File: src/hw/xfer_seq_pkg.sv
// shared constants and types for the memory-synchronous transfer sequencer
package xfer_seq_pkg;
  localparam int ADDR_W = 10;
  localparam logic [7:0] CTRL_OFS = 8'h00;
  localparam logic [7:0] STATUS_OFS = 8'h04;
  localparam logic [7:0] REGEN_OFS = 8'h08;
  localparam logic [7:0] CONTROL_OFS = 8'h0C;
  localparam logic [7:0] COMMON_OFS = 8'h10;
  localparam int CTRL_ENABLE_BIT = 0;
  localparam logic [31:0] CTRL_RESET = 32'h0000_0001;
  localparam int ST_ACTION_BIT = 0;
  localparam int ST_CLRCHK_BIT = 1;
  localparam int ST_GATECHK_BIT = 2;
  localparam int ST_PAIRCLR_BIT = 3;
  localparam int ST_PAIRGATE_BIT = 4;
  localparam int ST_NUMDONE_BIT = 5;
  localparam int ST_PAIRDONE_BIT = 6;
  localparam int ST_TFAULT_BIT = 7;
  localparam int CLK_MHZ = 200;
  localparam int LOAD_LEAD_US = 9;
  localparam int LOAD_LEAD_CYCLES = LOAD_LEAD_US * CLK_MHZ;
  localparam int LEAD_CNT_W = 11;
  typedef enum logic [2:0] {PH_IDLE, PH_SENSE, PH_DELAY, PH_UP, PH_DASH} phase_t;
endpackage

File: src/hw/pin_sync.sv
// three-stage pin synchroniser; output follows once stages two and three agree
`timescale 1ns/1ps
`default_nettype none
module pin_sync (
  input wire logic mclk,
  input wire logic rstSync_n,
  input wire logic pin,
  output logic level
);
  logic s1, s2, s3;
  logic next_level;
  always_comb begin
    next_level = (s2 == s3) ? s3 : level;
  end
  always_ff @(posedge mclk or negedge rstSync_n) begin
    if (!rstSync_n) begin
      s1 <= 1'b0;
      s2 <= 1'b0;
      s3 <= 1'b0;
      level <= 1'b0;
    end else begin
      s1 <= pin;
      s2 <= s1;
      s3 <= s2;
      level <= next_level;
    end
  end
endmodule
`default_nettype wire

File: src/hw/half_adder_chain.sv
// ripple half-adder chain: value plus a constant one, carry out dropped
`timescale 1ns/1ps
`default_nettype none
module half_adder_chain #(
  parameter int W = 10
) (
  input wire logic [W-1:0] value,
  output logic [W-1:0] sum
);
  logic [W:0] carry;
  assign carry[0] = 1'b1;
  genvar i;
  generate
    for (i = 0; i < W; i++) begin : g_stage
      assign sum[i] = value[i] ^ carry[i];
      assign carry[i+1] = value[i] & carry[i];
    end
  endgenerate
endmodule
`default_nettype wire

File: src/hw/mem_xfer_seq.sv
// memory-paced clear/gate sequencer and shared regeneration/control counter
//
// Implementation choices: the AHB-Lite slave port and the register addresses.
`timescale 1ns/1ps
`default_nettype none
module mem_xfer_seq #(
  parameter int ADDR_W = xfer_seq_pkg::ADDR_W
) (
  // clock and reset
  input wire logic mclk,
  input wire logic rst_n,
  // AHB-Lite slave
  input wire logic hsel,
  input wire logic [31:0] haddr,
  input wire logic [1:0] htrans,
  input wire logic hwrite,
  input wire logic [2:0] hsize,
  input wire logic [31:0] hwdata,
  input wire logic hready,
  output logic [31:0] hrdata,
  output logic hreadyout,
  output logic hresp,
  // memory pulse train pins
  input wire logic actionSensePin,
  input wire logic delayPin,
  input wire logic upCounterPin,
  input wire logic writingDashPin,
  input wire logic dashEndPin,
  // decoding and control, same clock
  input wire logic control_operate_flag,
  input wire logic trueUseMem,
  input wire logic falseUseMem,
  input wire logic orderPairFetch,
  input wire logic arithOrder,
  input wire logic aOrder,
  input wire logic [ADDR_W-1:0] orderAddr,
  // strobes to registers
  output logic number_reg_clear_strobe,
  output logic memToNumberGate,
  output logic arithToNumberGate,
  output logic orderRegClear,
  output logic orderRegGate,
  // status to control and memory
  output logic action_regen_flag,
  output logic numberXferDone,
  output logic orderPairDone,
  output logic [ADDR_W-1:0] memAddr
);
  logic rstA, rstSync_n;
  always_ff @(posedge mclk or negedge rst_n) begin
    if (!rst_n) begin
      rstA <= 1'b0;
      rstSync_n <= 1'b0;
    end else begin
      rstA <= 1'b1;
      rstSync_n <= rstA;
    end
  end

  // pulse train synchronisers and edge detection
  logic [4:0] pinIn, lvl, lvlPrev, edg;
  assign pinIn = {dashEndPin, writingDashPin, upCounterPin, delayPin, actionSensePin};
  genvar k;
  generate
    for (k = 0; k < 5; k++) begin : g_sync
      pin_sync u_sync (
        .mclk(mclk),
        .rstSync_n(rstSync_n),
        .pin(pinIn[k]),
        .level(lvl[k])
      );
    end
  endgenerate
  always_ff @(posedge mclk or negedge rstSync_n) begin
    if (!rstSync_n) begin
      lvlPrev <= 5'h00;
    end else begin
      lvlPrev <= lvl;
    end
  end
  assign edg = lvl & ~lvlPrev;
  logic senseE, delayE, upE, wdE, deE, upLvl, wdLvl;
  assign senseE = edg[0];
  assign delayE = edg[1];
  assign upE = edg[2];
  assign wdE = edg[3];
  assign deE = edg[4];
  assign upLvl = lvl[2];
  assign wdLvl = lvl[3];

  // register state
  logic [31:0] ctrlReg, next_ctrlReg;
  logic timingFault, next_timingFault;
  logic enable;
  assign enable = ctrlReg[xfer_seq_pkg::CTRL_ENABLE_BIT];

  // sequencer state
  xfer_seq_pkg::phase_t phase, next_phase;
  logic isTrue, isFalse, isPair;
  logic next_isTrue, next_isFalse, next_isPair, next_actionFlag;
  logic next_numClr, next_memGate, next_arithGate, next_pairClr, next_pairGate;
  logic clearCheck, gateCheck, pairClearCheck, pairGateCheck;
  logic next_clearCheck, next_gateCheck, next_pairClearCheck, next_pairGateCheck;
  logic next_numDone, next_pairDone;
  logic action, memEnable, upOk, wdOk, upAcc, wdAcc, deAcc;
  assign action = !action_regen_flag;
  assign memEnable = trueUseMem || falseUseMem || orderPairFetch;
  // pulses out of order are ignored so a glitch cannot gate a register
  assign upOk = upLvl && (phase == xfer_seq_pkg::PH_DELAY || phase == xfer_seq_pkg::PH_UP);
  assign wdOk = wdLvl && (phase == xfer_seq_pkg::PH_UP || phase == xfer_seq_pkg::PH_DASH);
  assign upAcc = upE && phase == xfer_seq_pkg::PH_DELAY;
  assign wdAcc = wdE && phase == xfer_seq_pkg::PH_UP;
  assign deAcc = deE && phase == xfer_seq_pkg::PH_DASH;

  always_comb begin
    next_phase = phase;
    next_actionFlag = action_regen_flag;
    next_isTrue = isTrue;
    next_isFalse = isFalse;
    next_isPair = isPair;
    if (senseE) begin
      next_phase = xfer_seq_pkg::PH_SENSE;
      if (action) begin
        next_actionFlag = 1'b1;
        next_isTrue = 1'b0;
        next_isFalse = 1'b0;
        next_isPair = 1'b0;
      end else if (enable && memEnable) begin
        next_actionFlag = 1'b0;
        next_isTrue = trueUseMem;
        next_isFalse = falseUseMem;
        next_isPair = orderPairFetch;
      end
    end else if (delayE && phase == xfer_seq_pkg::PH_SENSE) begin
      next_phase = xfer_seq_pkg::PH_DELAY;
    end else if (upAcc) begin
      next_phase = xfer_seq_pkg::PH_UP;
    end else if (wdAcc) begin
      next_phase = xfer_seq_pkg::PH_DASH;
    end else if (deAcc) begin
      next_phase = xfer_seq_pkg::PH_IDLE;
    end
    next_numClr = action && (arithOrder || aOrder) && upOk;
    next_memGate = action && arithOrder && wdOk;
    next_arithGate = action && aOrder && wdOk;
    next_pairClr = action && isPair && upOk;
    next_pairGate = action && isPair && wdOk;
    next_clearCheck = clearCheck;
    next_gateCheck = gateCheck;
    next_pairClearCheck = pairClearCheck;
    next_pairGateCheck = pairGateCheck;
    // a strobe beats the preset so a confirmation is never lost
    if (number_reg_clear_strobe) begin
      next_clearCheck = 1'b0;
    end else if (control_operate_flag) begin
      next_clearCheck = 1'b1;
    end
    if (memToNumberGate || arithToNumberGate) begin
      next_gateCheck = 1'b0;
    end else if (control_operate_flag) begin
      next_gateCheck = 1'b1;
    end
    if (orderRegClear) begin
      next_pairClearCheck = 1'b0;
    end else if (!control_operate_flag) begin
      next_pairClearCheck = 1'b1;
    end
    if (orderRegGate) begin
      next_pairGateCheck = 1'b0;
    end else if (!control_operate_flag) begin
      next_pairGateCheck = 1'b1;
    end
    next_numDone = !clearCheck && !gateCheck;
    next_pairDone = !pairClearCheck && !pairGateCheck;
  end

  always_ff @(posedge mclk or negedge rstSync_n) begin
    if (!rstSync_n) begin
      phase <= xfer_seq_pkg::PH_IDLE;
      action_regen_flag <= 1'b1;
      isTrue <= 1'b0;
      isFalse <= 1'b0;
      isPair <= 1'b0;
      number_reg_clear_strobe <= 1'b0;
      memToNumberGate <= 1'b0;
      arithToNumberGate <= 1'b0;
      orderRegClear <= 1'b0;
      orderRegGate <= 1'b0;
      clearCheck <= 1'b1;
      gateCheck <= 1'b1;
      pairClearCheck <= 1'b1;
      pairGateCheck <= 1'b1;
      numberXferDone <= 1'b0;
      orderPairDone <= 1'b0;
    end else begin
      phase <= next_phase;
      action_regen_flag <= next_actionFlag;
      isTrue <= next_isTrue;
      isFalse <= next_isFalse;
      isPair <= next_isPair;
      number_reg_clear_strobe <= next_numClr;
      memToNumberGate <= next_memGate;
      arithToNumberGate <= next_arithGate;
      orderRegClear <= next_pairClr;
      orderRegGate <= next_pairGate;
      clearCheck <= next_clearCheck;
      gateCheck <= next_gateCheck;
      pairClearCheck <= next_pairClearCheck;
      pairGateCheck <= next_pairGateCheck;
      numberXferDone <= next_numDone;
      orderPairDone <= next_pairDone;
    end
  end

  // shared counter: regeneration, control and common registers
  logic [ADDR_W-1:0] regenReg, controlReg, commonReg, incr;
  logic [ADDR_W-1:0] next_regenReg, next_controlReg, next_commonReg, next_memAddr;
  logic [xfer_seq_pkg::LEAD_CNT_W-1:0] leadCnt, next_leadCnt;
  logic countRegen, countControl, xferControl;
  logic busWrite, ctrlAddrWrite, statusWrite;
  logic [31:0] busWdata;
  half_adder_chain #(.W(ADDR_W)) u_incr (
    .value(commonReg),
    .sum(incr)
  );
  assign countRegen = action_regen_flag || isFalse;
  assign countControl = action && isPair;
  assign xferControl = action && isFalse;

  always_comb begin
    next_regenReg = regenReg;
    next_controlReg = controlReg;
    next_commonReg = commonReg;
    if (senseE) begin
      next_commonReg = '0;
    end else if (upAcc) begin
      next_commonReg = countRegen ? regenReg : controlReg;
    end
    if (wdAcc) begin
      if (countRegen) begin
        next_regenReg = '0;
      end
      if (countControl || xferControl) begin
        next_controlReg = '0;
      end
    end else if (deAcc) begin
      if (countRegen) begin
        next_regenReg = incr;
      end
      if (countControl) begin
        next_controlReg = incr;
      end else if (xferControl) begin
        next_controlReg = orderAddr;
      end
    end else if (ctrlAddrWrite) begin
      next_controlReg = busWdata[ADDR_W-1:0];
    end
    // common register is only touched at sense and up counter, so it holds over the beam
    next_memAddr = (action && isTrue) ? orderAddr : commonReg;
    next_leadCnt = leadCnt;
    if (upAcc) begin
      next_leadCnt = '0;
    end else if (leadCnt != xfer_seq_pkg::LEAD_CNT_W'(xfer_seq_pkg::LOAD_LEAD_CYCLES)) begin
      next_leadCnt = leadCnt + 1'b1;
    end
    next_timingFault = timingFault;
    if (wdAcc && leadCnt < xfer_seq_pkg::LEAD_CNT_W'(xfer_seq_pkg::LOAD_LEAD_CYCLES)) begin
      next_timingFault = 1'b1;
    end else if (statusWrite && busWdata[xfer_seq_pkg::ST_TFAULT_BIT]) begin
      next_timingFault = 1'b0;
    end
  end

  always_ff @(posedge mclk or negedge rstSync_n) begin
    if (!rstSync_n) begin
      regenReg <= '0;
      controlReg <= '0;
      commonReg <= '0;
      memAddr <= '0;
      leadCnt <= '0;
      timingFault <= 1'b0;
    end else begin
      regenReg <= next_regenReg;
      controlReg <= next_controlReg;
      commonReg <= next_commonReg;
      memAddr <= next_memAddr;
      leadCnt <= next_leadCnt;
      timingFault <= next_timingFault;
    end
  end

  // AHB-Lite slave: zero wait states, reads prepared in the address phase
  logic addrPhase, wrPend, next_wrPend;
  logic [7:0] wrAddr, next_wrAddr;
  logic [31:0] next_hrdata, statusWord;
  assign addrPhase = hsel && htrans[1] && hready;
  assign busWrite = wrPend;
  assign busWdata = hwdata;
  assign ctrlAddrWrite = busWrite && wrAddr == xfer_seq_pkg::CONTROL_OFS;
  assign statusWrite = busWrite && wrAddr == xfer_seq_pkg::STATUS_OFS;
  always_comb begin
    statusWord = 32'h0000_0000;
    statusWord[xfer_seq_pkg::ST_ACTION_BIT] = action_regen_flag;
    statusWord[xfer_seq_pkg::ST_CLRCHK_BIT] = clearCheck;
    statusWord[xfer_seq_pkg::ST_GATECHK_BIT] = gateCheck;
    statusWord[xfer_seq_pkg::ST_PAIRCLR_BIT] = pairClearCheck;
    statusWord[xfer_seq_pkg::ST_PAIRGATE_BIT] = pairGateCheck;
    statusWord[xfer_seq_pkg::ST_NUMDONE_BIT] = numberXferDone;
    statusWord[xfer_seq_pkg::ST_PAIRDONE_BIT] = orderPairDone;
    statusWord[xfer_seq_pkg::ST_TFAULT_BIT] = timingFault;
  end
  always_comb begin
    next_wrPend = addrPhase && hwrite;
    next_wrAddr = addrPhase ? haddr[7:0] : wrAddr;
    next_hrdata = 32'h0000_0000;
    if (addrPhase && !hwrite && haddr[31:8] == 24'h00_0000) begin
      if (haddr[7:0] == xfer_seq_pkg::CTRL_OFS) begin
        next_hrdata = ctrlReg;
      end else if (haddr[7:0] == xfer_seq_pkg::STATUS_OFS) begin
        next_hrdata = statusWord;
      end else if (haddr[7:0] == xfer_seq_pkg::REGEN_OFS) begin
        next_hrdata = {{(32-ADDR_W){1'b0}}, regenReg};
      end else if (haddr[7:0] == xfer_seq_pkg::CONTROL_OFS) begin
        next_hrdata = {{(32-ADDR_W){1'b0}}, controlReg};
      end else if (haddr[7:0] == xfer_seq_pkg::COMMON_OFS) begin
        next_hrdata = {{(32-ADDR_W){1'b0}}, commonReg};
      end
    end
    next_ctrlReg = ctrlReg;
    if (busWrite && wrAddr == xfer_seq_pkg::CTRL_OFS) begin
      next_ctrlReg = {31'h0000_0000, busWdata[xfer_seq_pkg::CTRL_ENABLE_BIT]};
    end
  end
  always_ff @(posedge mclk or negedge rstSync_n) begin
    if (!rstSync_n) begin
      wrPend <= 1'b0;
      wrAddr <= 8'h00;
      hrdata <= 32'h0000_0000;
      hreadyout <= 1'b1;
      hresp <= 1'b0;
      ctrlReg <= xfer_seq_pkg::CTRL_RESET;
    end else begin
      wrPend <= next_wrPend;
      wrAddr <= next_wrAddr;
      hrdata <= next_hrdata;
      hreadyout <= 1'b1;
      hresp <= 1'b0;
      ctrlReg <= next_ctrlReg;
    end
  end
endmodule
`default_nettype wire

File: config.mk
export PLATFORM = sky130hd
export DESIGN_NAME = mem_xfer_seq
export DESIGN_NICKNAME = d
export VERILOG_FILES = /design/src/hw/xfer_seq_pkg.sv /design/src/hw/pin_sync.sv /design/src/hw/half_adder_chain.sv /design/src/hw/mem_xfer_seq.sv
export SDC_FILE = /design/constraint.sdc
export NUM_CORES = 1
export LEC_CHECK = 0
export ABC_AREA = 1
export CAP_MARGIN = 0
export CELL_PAD_IN_SITES_DETAIL_PLACEMENT = 0
export CELL_PAD_IN_SITES_GLOBAL_PLACEMENT = 1
export CORE_AREA = 2 2 114 116
export DETAILED_ROUTE_END_ITERATION = 16
export DIE_AREA = 0 0 116 118
export DONT_BUFFER_PORTS = 1
export PLACE_DENSITY = 0.86
export RECOVER_POWER = 25
export SYNTH_ARGS = -nofsm -noshare
export SYNTH_HDL_FRONTEND = slang
export SYNTH_SLANG_ARGS = --single-unit
File: constraint.sdc
create_clock -name mclk -period 4.5 [get_ports mclk]
set_clock_uncertainty 0.1 [all_clocks]
set_input_delay 0.45 -clock mclk [delete_from_list [all_inputs] [get_ports mclk]]
set_output_delay 0.45 -clock mclk [all_outputs]
set_load 0.1 [all_outputs]
==> results.json, run 1 <==
{
  "status": "finished, final reports clean",
  "layout_commonest_cell": "nand2_1",
  "post_cts_buffers": 0,
  "timing.setup.tns_ns": 0,
  "synth.distinct_cells": 44,
  "clk_pin_slew_ns": 0.06,
  "grt_max_degree": 78,
  "seqPwrFrac_pct": 45.9,
  "synthTopCellsByArea": "dfrtp_1, nand2_1, o21ai_0, nor2_1, inv_1",
  "p_int_mw": 2.321,
  "synth_area_per_cell_um2": 8.693,
  "grt_pass1_vias": 4161,
  "post-route-util_pct": 50.09,
  "dr.first_iter.drc_count": 317,
  "fillers": 1166,
  "synthMuxAreaShare_pct": 0.3847,
  "initial_utilization_pct": 44.54,
  "cts_buffers": 17,
  "die_x_um": 116,
  "ctsRootBufferMaster": "clkbuf_16",
  "syn_area_um2": 5529,
  "period_share_pct": 61.83,
  "synth-edff-count": 0,
  "ys_warn_count": 0,
  "hold_buffers": 7,
  "synth_fa_ha_area_share_pct": 3.168,
  "peakVddDrop_mv": 0.3002,
  "arrival_ns": 2.99,
  "place_congestion": 0.8733,
  "fmax_mhz": 359.4,
  "ioPinCount": 147,
  "syn_inst": 636,
  "clkSinkCount": 117,
  "numPortBuffers": 0,
  "slew_viol_final": 0,
  "power_density_nw_per_um2": 599.7,
  "ant_nets": 0,
  "synth_xor_xnor_area_share_pct": 0.4752,
  "clockBufferDepth": 2,
  "synth_top_family_by_area": "simple AND/OR/NAND/NOR gates",
  "drive_gt1_share_pct": 8.939,
  "synth_top_area_cell": "dfrtp_1",
  "final_hold_viol_count": 0,
  "worstMarginPinSlew_ns": 1.002,
  "switching_power_mw": 1.408,
  "die_area_um2": 13690,
  "hold_class": "in -> reg",
  "gr-total-overflow": 0,
  "ys_ff_latch": 117,
  "ys.flop_type": "dfrtp_1",
  "ys_seq_area_share_pct": 53.09,
  "clk_latency_ns": 0.42,
  "postSynth.asyncResetShare_pct": 100.0,
  "wl_um": 12910,
  "crit_required_ns": 4.70,
  "die_h_um": 118,
  "syn_to_final_growth_pct": 12.47,
  "final_net_count": 752,
  "start_kind": "register",
  "yosysTopAreaCellShare_pct": 50.24,
  "p_leak_nw": 2.979,
  "max-slew-margin-rel_pct": 33.23,
  "diodes": 0,
  "rows": 41,
  "min_period_ns": 2.782,
  "combPwrFrac_pct": 18.0,
  "core_um2": 12410,
  "setup_violations": 0,
  "htreeDepth": 4,
  "p_clk_share_pct": 36.1,
  "switching_share_pct": 37.75,
  "grt.total_usage_pct": 20.35,
  "cts_resized": 0,
  "synth-compound-area-share_pct": 11.22,
  "synth-simple-area-share_pct": 20.80,
  "end_kind": "register",
  "vias": 4230,
  "dp_hpwl_um": 9325,
  "antenna_found_initial": 0,
  "avgViaCountPerCell": 5.084,
  "rsz0062_at_grt": "no",
  "crit_type": "reg -> reg",
  "layout_common_cells": "nand2_1, dfrtp_1, nor2_1",
  "cp_max_fo": 4,
  "drc_errors": 0,
  "drt_pass1_iterations": 5,
  "wl_per_cell_um": 15.52,
  "grt_pass1_wl_um": 21250,
  "drv_cap": 0,
  "cts_tree": "yes"
}
cell families (layout without fill, tap and decap cells):
family	count (synthesis)	count (layout)
AND/OR/NAND/NOR	262	262
multiplexers	2	2
XOR/XNOR	3	3
buffers and inverters	123	124
flip-flops	117	117
AO/OA/AOI/OAI	112	112
adder cells (fa/ha/maj)	15	15
other	2	25
worst paths after layout:
path | from | endpoint | slack [ns] | cells after the start
min | hwrite | busWrite$_DFF_PN0_ | 0.04 | 2
max reg2reg | commonReg[0]$_DFFE_PN0P_ | controlReg[9]$_DFFE_PN0P_ | 1.72 | 14
min in group asynchronous | rst_n | rstSync_n$_DFF_PN0_ | 0.16 | 1
min reg2reg | g_sync[0].u_sync.s1$_DFF_PN0_ | g_sync[0].u_sync.s2$_DFF_PN0_ | 0.25 | 0
max in group asynchronous | rstSync_n$_DFF_PN0_ | action_regen_flag$_DFFE_PN1P_ | 2.82 | 1
max | commonReg[0]$_DFFE_PN0P_ | controlReg[9]$_DFFE_PN0P_ | 1.72 | 14
area by class of cell:
type | count | area, um2 | share of cell area (%)
Clock buffer | 18 | 439.2 | 7.062
Clock inverter | 14 | 150.1 | 2.414
Inverter | 84 | 317.8 | 5.111
Multi-Input combinational cell | 419 | 2079 | 33.44
Sequential cell | 117 | 2939 | 47.26
Tap cell | 172 | 215.2 | 3.461
Timing Repair Buffer | 8 | 77.57 | 1.247
cell usage after synthesis, types with 2 or more instances:
master	count
nor2_1	81
dfstp_2	6
o21a_1	2
dfrtp_1	111
nor3_1	10
clkbuf_1	3
xor2_1	2
ha_1	10
o21ai_0	66
o211ai_1	2
nand3_2	2
o22ai_1	18
a21oi_1	14
buf_6	3
nand2_1	110
o21ai_1	3
conb_1	2
nand2_2	4
a31o_2	2
nor2_4	3
nor2_2	2
maj3_1	5
nor4_1	2
nand3_1	37
buf_2	7
inv_1	80
nand4_1	5
buf_4	26
inv_2	3
routing by layer:
metal,part of all wire [%],global-route usage [%]
met2,50,32.02
met4,1.7,6.994
met1,43,26.57
met5,0,0
met3,5.1,6.231
through the flow:
stage	cell area [um2]	setup WS, ns	hold WS [ns]	instances	power [mW]
final	6218	1.718	0.03701	832	3.729
after global routing	6218	1.559	0.02740	832	3.935
after CTS	6226	1.734	0.01869	832	3.756
after detailed placement	5567	1.753	0.05449	793	2.393
after global placement	5567	1.777	0.05447	793	2.364
after floorplan	5615	0.9097	0.05441	659	2.247
power by group through the flow:
stage	clock network [mW]	logic (mW)	registers, mW
2_1_floorplan	0	0.579	1.67
3_3_place_gp	0	0.645	1.72
3_5_place_dp	0	0.666	1.73
4_1_cts	1.37	0.677	1.71
5_1_grt	1.42	0.765	1.75
6_report	1.35	0.672	1.71
worst max-delay path, cell delays in order, from the launching register on:
cell	delay [ns]
dfrtp_1	0.43
ha_1	0.23
ha_1	0.18
ha_1	0.17
ha_1	0.18
ha_1	0.21
ha_1	0.19
ha_1	0.20
ha_1	0.20
xnor2_1	0.20
nand2_1	0.07
o21ai_0	0.07
o21ai_0	0.09
nand2_1	0.09
nand2_1	0.05
flip-flops by register name (all words and copies together), names as in the netlist, 8 cells and up:
name,count
commonReg,10
controlReg,10
hrdata,10
leadCnt,11
memAddr,10
regenReg,10
wrAddr,8
(Power assumes the default switching activity.)
==> run 2, diff against run 1 <==
--- a/config.mk
+++ b/config.mk
@@ -5,15 +5,15 @@
 export SDC_FILE = /design/constraint.sdc
 export NUM_CORES = 1
 export LEC_CHECK = 0
-export ABC_AREA = 1
+export ABC_AREA = 0
 export CAP_MARGIN = 0
 export CELL_PAD_IN_SITES_DETAIL_PLACEMENT = 0
 export CELL_PAD_IN_SITES_GLOBAL_PLACEMENT = 1
-export CORE_AREA = 2 2 114 116
+export CORE_AREA = 2 2 113 115
 export DETAILED_ROUTE_END_ITERATION = 16
-export DIE_AREA = 0 0 116 118
+export DIE_AREA = 0 0 115 117
 export DONT_BUFFER_PORTS = 1
-export PLACE_DENSITY = 0.86
+export PLACE_DENSITY = 0.85
 export RECOVER_POWER = 25
 export SYNTH_ARGS = -nofsm -noshare
 export SYNTH_HDL_FRONTEND = slang
==> constraint.sdc (replaced) <==
create_clock -name mclk -period 2.3 [get_ports mclk]
set_clock_uncertainty 0.1 [all_clocks]
set_input_delay 0.23 -clock mclk [delete_from_list [all_inputs] [get_ports mclk]]
set_output_delay 0.23 -clock mclk [all_outputs]
set_load 0.1 [all_outputs]
==> results.json, run 2 <==
{
  "dr.first_iter.drc_count": 194,
  "grt_pass1_wl_um": 21050,
  "die_h_um": 117,
  "cts_buffers": 17,
  "rows": 41,
  "ioPinCount": 147,
  "wl_per_cell_um": 17.68,
  "crit_required_ns": 2.49,
  "status": "complete, but fails checks",
  "setup_violations": 2,
  "initial_utilization_pct": 43.14,
  "final_cells": 736,
  "max_stage_delay_ns": 0.38,
  "htreeDepth": 4,
  "worstMarginPinSlew_ns": 1.339,
  "dp_cells": 664,
  "syn_inst": 490,
  "finalPower_mw": 7.176,
  "fin_ws_ns": -0.2799,
  "clockBufferDepth": 2,
  "grt.total_usage_pct": 20.83,
  "die_x_um": 115,
  "reg2reg_slack_ns": -0.28,
  "syn_area_um2": 5311,
  "start_kind": "register",
  "synth_area_per_cell_um2": 10.84,
  "drive_gt1_share_pct": 22.18,
  "clkSinkCount": 117,
  "layout_common_cells": "dfrtp_1, nor2_1, buf_4",
  "grt_max_degree": 59,
  "ys_ff_latch": 117,
  "synth_common_cells": "dfrtp_1, nor2_1, nand2_1, a21oi_1, mux2_2",
  "violations": "negative setup slack",
  "cp_cell_sequence": "ha_2 -> ha_4 -> ha_4 -> ha_4 -> ha_4 -> ha_4 -> ha_4 -> ha_4 -> xnor2_4 -> nor2_2 -> a21oi_2 -> o2bb2ai_1 -> mux2_2",
  "core_um2": 12310,
  "rsz0062_at_grt": "yes",
  "layout_commonest_cell": "dfrtp_1",
  "synthTopCellsByArea": "dfrtp_1, mux2_2, nor2_1, buf_4, nand2_1",
  "cpMostUsedCell": "ha_4",
  "slew_viol_final": 0,
  "min_period_ns": 2.580,
  "wl_um": 13020,
  "ys_seq_area_share_pct": 55.27,
  "synth_top_area_cell": "dfrtp_1",
  "post_cts_buffers": 0,
  "drc_errors": 0,
  "drt_pass1_iterations": 7,
  "ant_nets": 0,
  "fillers": 1019,
  "timing.setup.tns_ns": -0.3789,
  "fmax_mhz": 387.6,
  "diodes": 0,
  "peakVddDrop_mv": 0.7513,
  "syn_to_final_growth_pct": 28.55,
  "final_net_count": 678,
  "arrival_ns": 2.77,
  "dp_hpwl_um": 8822,
  "postSynth.asyncResetShare_pct": 100.0,
  "cp_top_family": "adder cells",
  "worstHoldPathCells": 3,
  "power_density_nw_per_um2": 1051,
  "clk_latency_ns": 0.41,
  "cp_max_fo": 2,
  "yosysTopAreaCellShare_pct": 52.30,
  "crit_type": "reg -> reg",
  "synth-edff-count": 0,
  "final_hold_viol_count": 0,
  "crit_buf_inv": 0,
  "end_kind": "register",
  "ys_warn_count": 0,
  "cp.depth": 13,
  "place_congestion": 0.8465,
  "ctsRootBufferMaster": "clkbuf_16",
  "die_area_um2": 13460,
  "p_leak_nw": 3.033,
  "largest_reg_flops": 11,
  "period_share_pct": 112.2,
  "grt_pass1_vias": 4235,
  "ys.flop_type": "dfrtp_1",
  "reg2reg_depth": 13,
  "vias": 3978,
  "avgViaCountPerCell": 5.405,
  "drv_cap": 0,
  "hold_class": "in -> reg",
  "fin_hold_ws_ns": 0.01793,
  "clk_pin_slew_ns": 0.06,
  "numPortBuffers": 0,
  "gr-total-overflow": 0,
  "regMostFlops": "leadCnt",
  "cts_tree": "yes",
  "synth.distinct_cells": 48,
  "yosysMostFrequentCell": "dfrtp_1",
  "cp_slowest_cell": "dfrtp_1",
  "max-slew-margin-rel_pct": 10.70,
  "antenna_found_initial": 0
}
## run 2: cell types whose count changed after synthesis, moves of 11 or more
cell / delta
a21oi_1: +17
a311oi_1: +11
clkbuf_1: +17
inv_1: -71
mux2_2: +26
mux2i_1: +11
nand2_1: -65
nand3_1: -28
nor2_1: -32
o21ai_0: -41
o22ai_1: -18
## run 2: through the flow
stage          util, %  worst slack, ns  area (um2)
3_5_place_dp     47.11          -0.2648        5801
3_3_place_gp     47.11          -0.2127        5801
6_report         55.46          -0.2799        6828
5_1_grt          55.46          -0.3572        6828
4_1_cts          55.38          -0.2453        6818
2_1_floorplan        -          -0.1943        5505
## run 2: report_power, final
part	leakage, nW	internal, mW	switching [mW]	total, mW
Combinational	1.25	0.582	1.07	1.65
Sequential	1.49	2.43	0.374	2.81
Clock	0.289	1.74	0.977	2.72
## run 2: layout make-up
| class | instances | area [um2] | area share (%) |
|---|---|---|---|
| clock buffers | 18 | 439.2 | 6.432 |
| clock inverters | 14 | 177.7 | 2.602 |
| inverters | 9 | 33.78 | 0.4948 |
| multi-input cells | 339 | 2273 | 33.30 |
| flip-flops and latches | 117 | 2939 | 43.05 |
| well taps | 150 | 187.7 | 2.749 |
| repair buffers | 89 | 777.0 | 11.38 |
## run 2: tightest hold or removal path: stages
cell	delay, ns
nor3_1	0.03
a21oi_1	0.15
nor3_1	0.07
## run 2: path summary, 6_finish.rpt
check	from	to
hold reg to reg	g_sync[3].u_sync.s1$_DFF_PN0_	g_sync[3].u_sync.s2$_DFF_PN0_
hold / removal	haddr[4]	hrdata[7]$_DFF_PN0_
min in group asynchronous	rstSync_n$_DFF_PN0_	g_sync[4].u_sync.s1$_DFF_PN0_
max in group asynchronous	rstSync_n$_DFF_PN0_	pairClearCheck$_DFFE_PN1P_
setup reg to reg	commonReg[1]$_DFFE_PN0P_	controlReg[9]$_DFFE_PN0P_
setup / recovery	commonReg[1]$_DFFE_PN0P_	controlReg[9]$_DFFE_PN0P_
## run 2: kinds of logic after synthesis
family,synth area share [%]
AND/OR/NAND/NOR,14.44
other,0.1414
adder cells (fa/ha/maj),3.298
buffers and inverters,5.795
AO/OA/AOI/OAI,11.00
multiplexers,8.410
XOR/XNOR,1.649
flip-flops,55.26
## run 2: repair_timing
item | in CTS | in global routing
hold endpoints to repair | 54 | 0
hold buffers | 40 | 0
pin swaps | 3 | 3
resized for setup | 0 | 3
setup endpoints to repair | 2 | 3
## run 2: layer usage
layer | GRT usage [%] | vias up | wire length (um)
met4 | 9.237 | 0 | 294
met1 | 23.04 | 1953 | 5005
met3 | 5.304 | 23 | 798
met2 | 37.96 | 159 | 6918
li1 | - | 1843 | -
met5 | 0 | - | 0
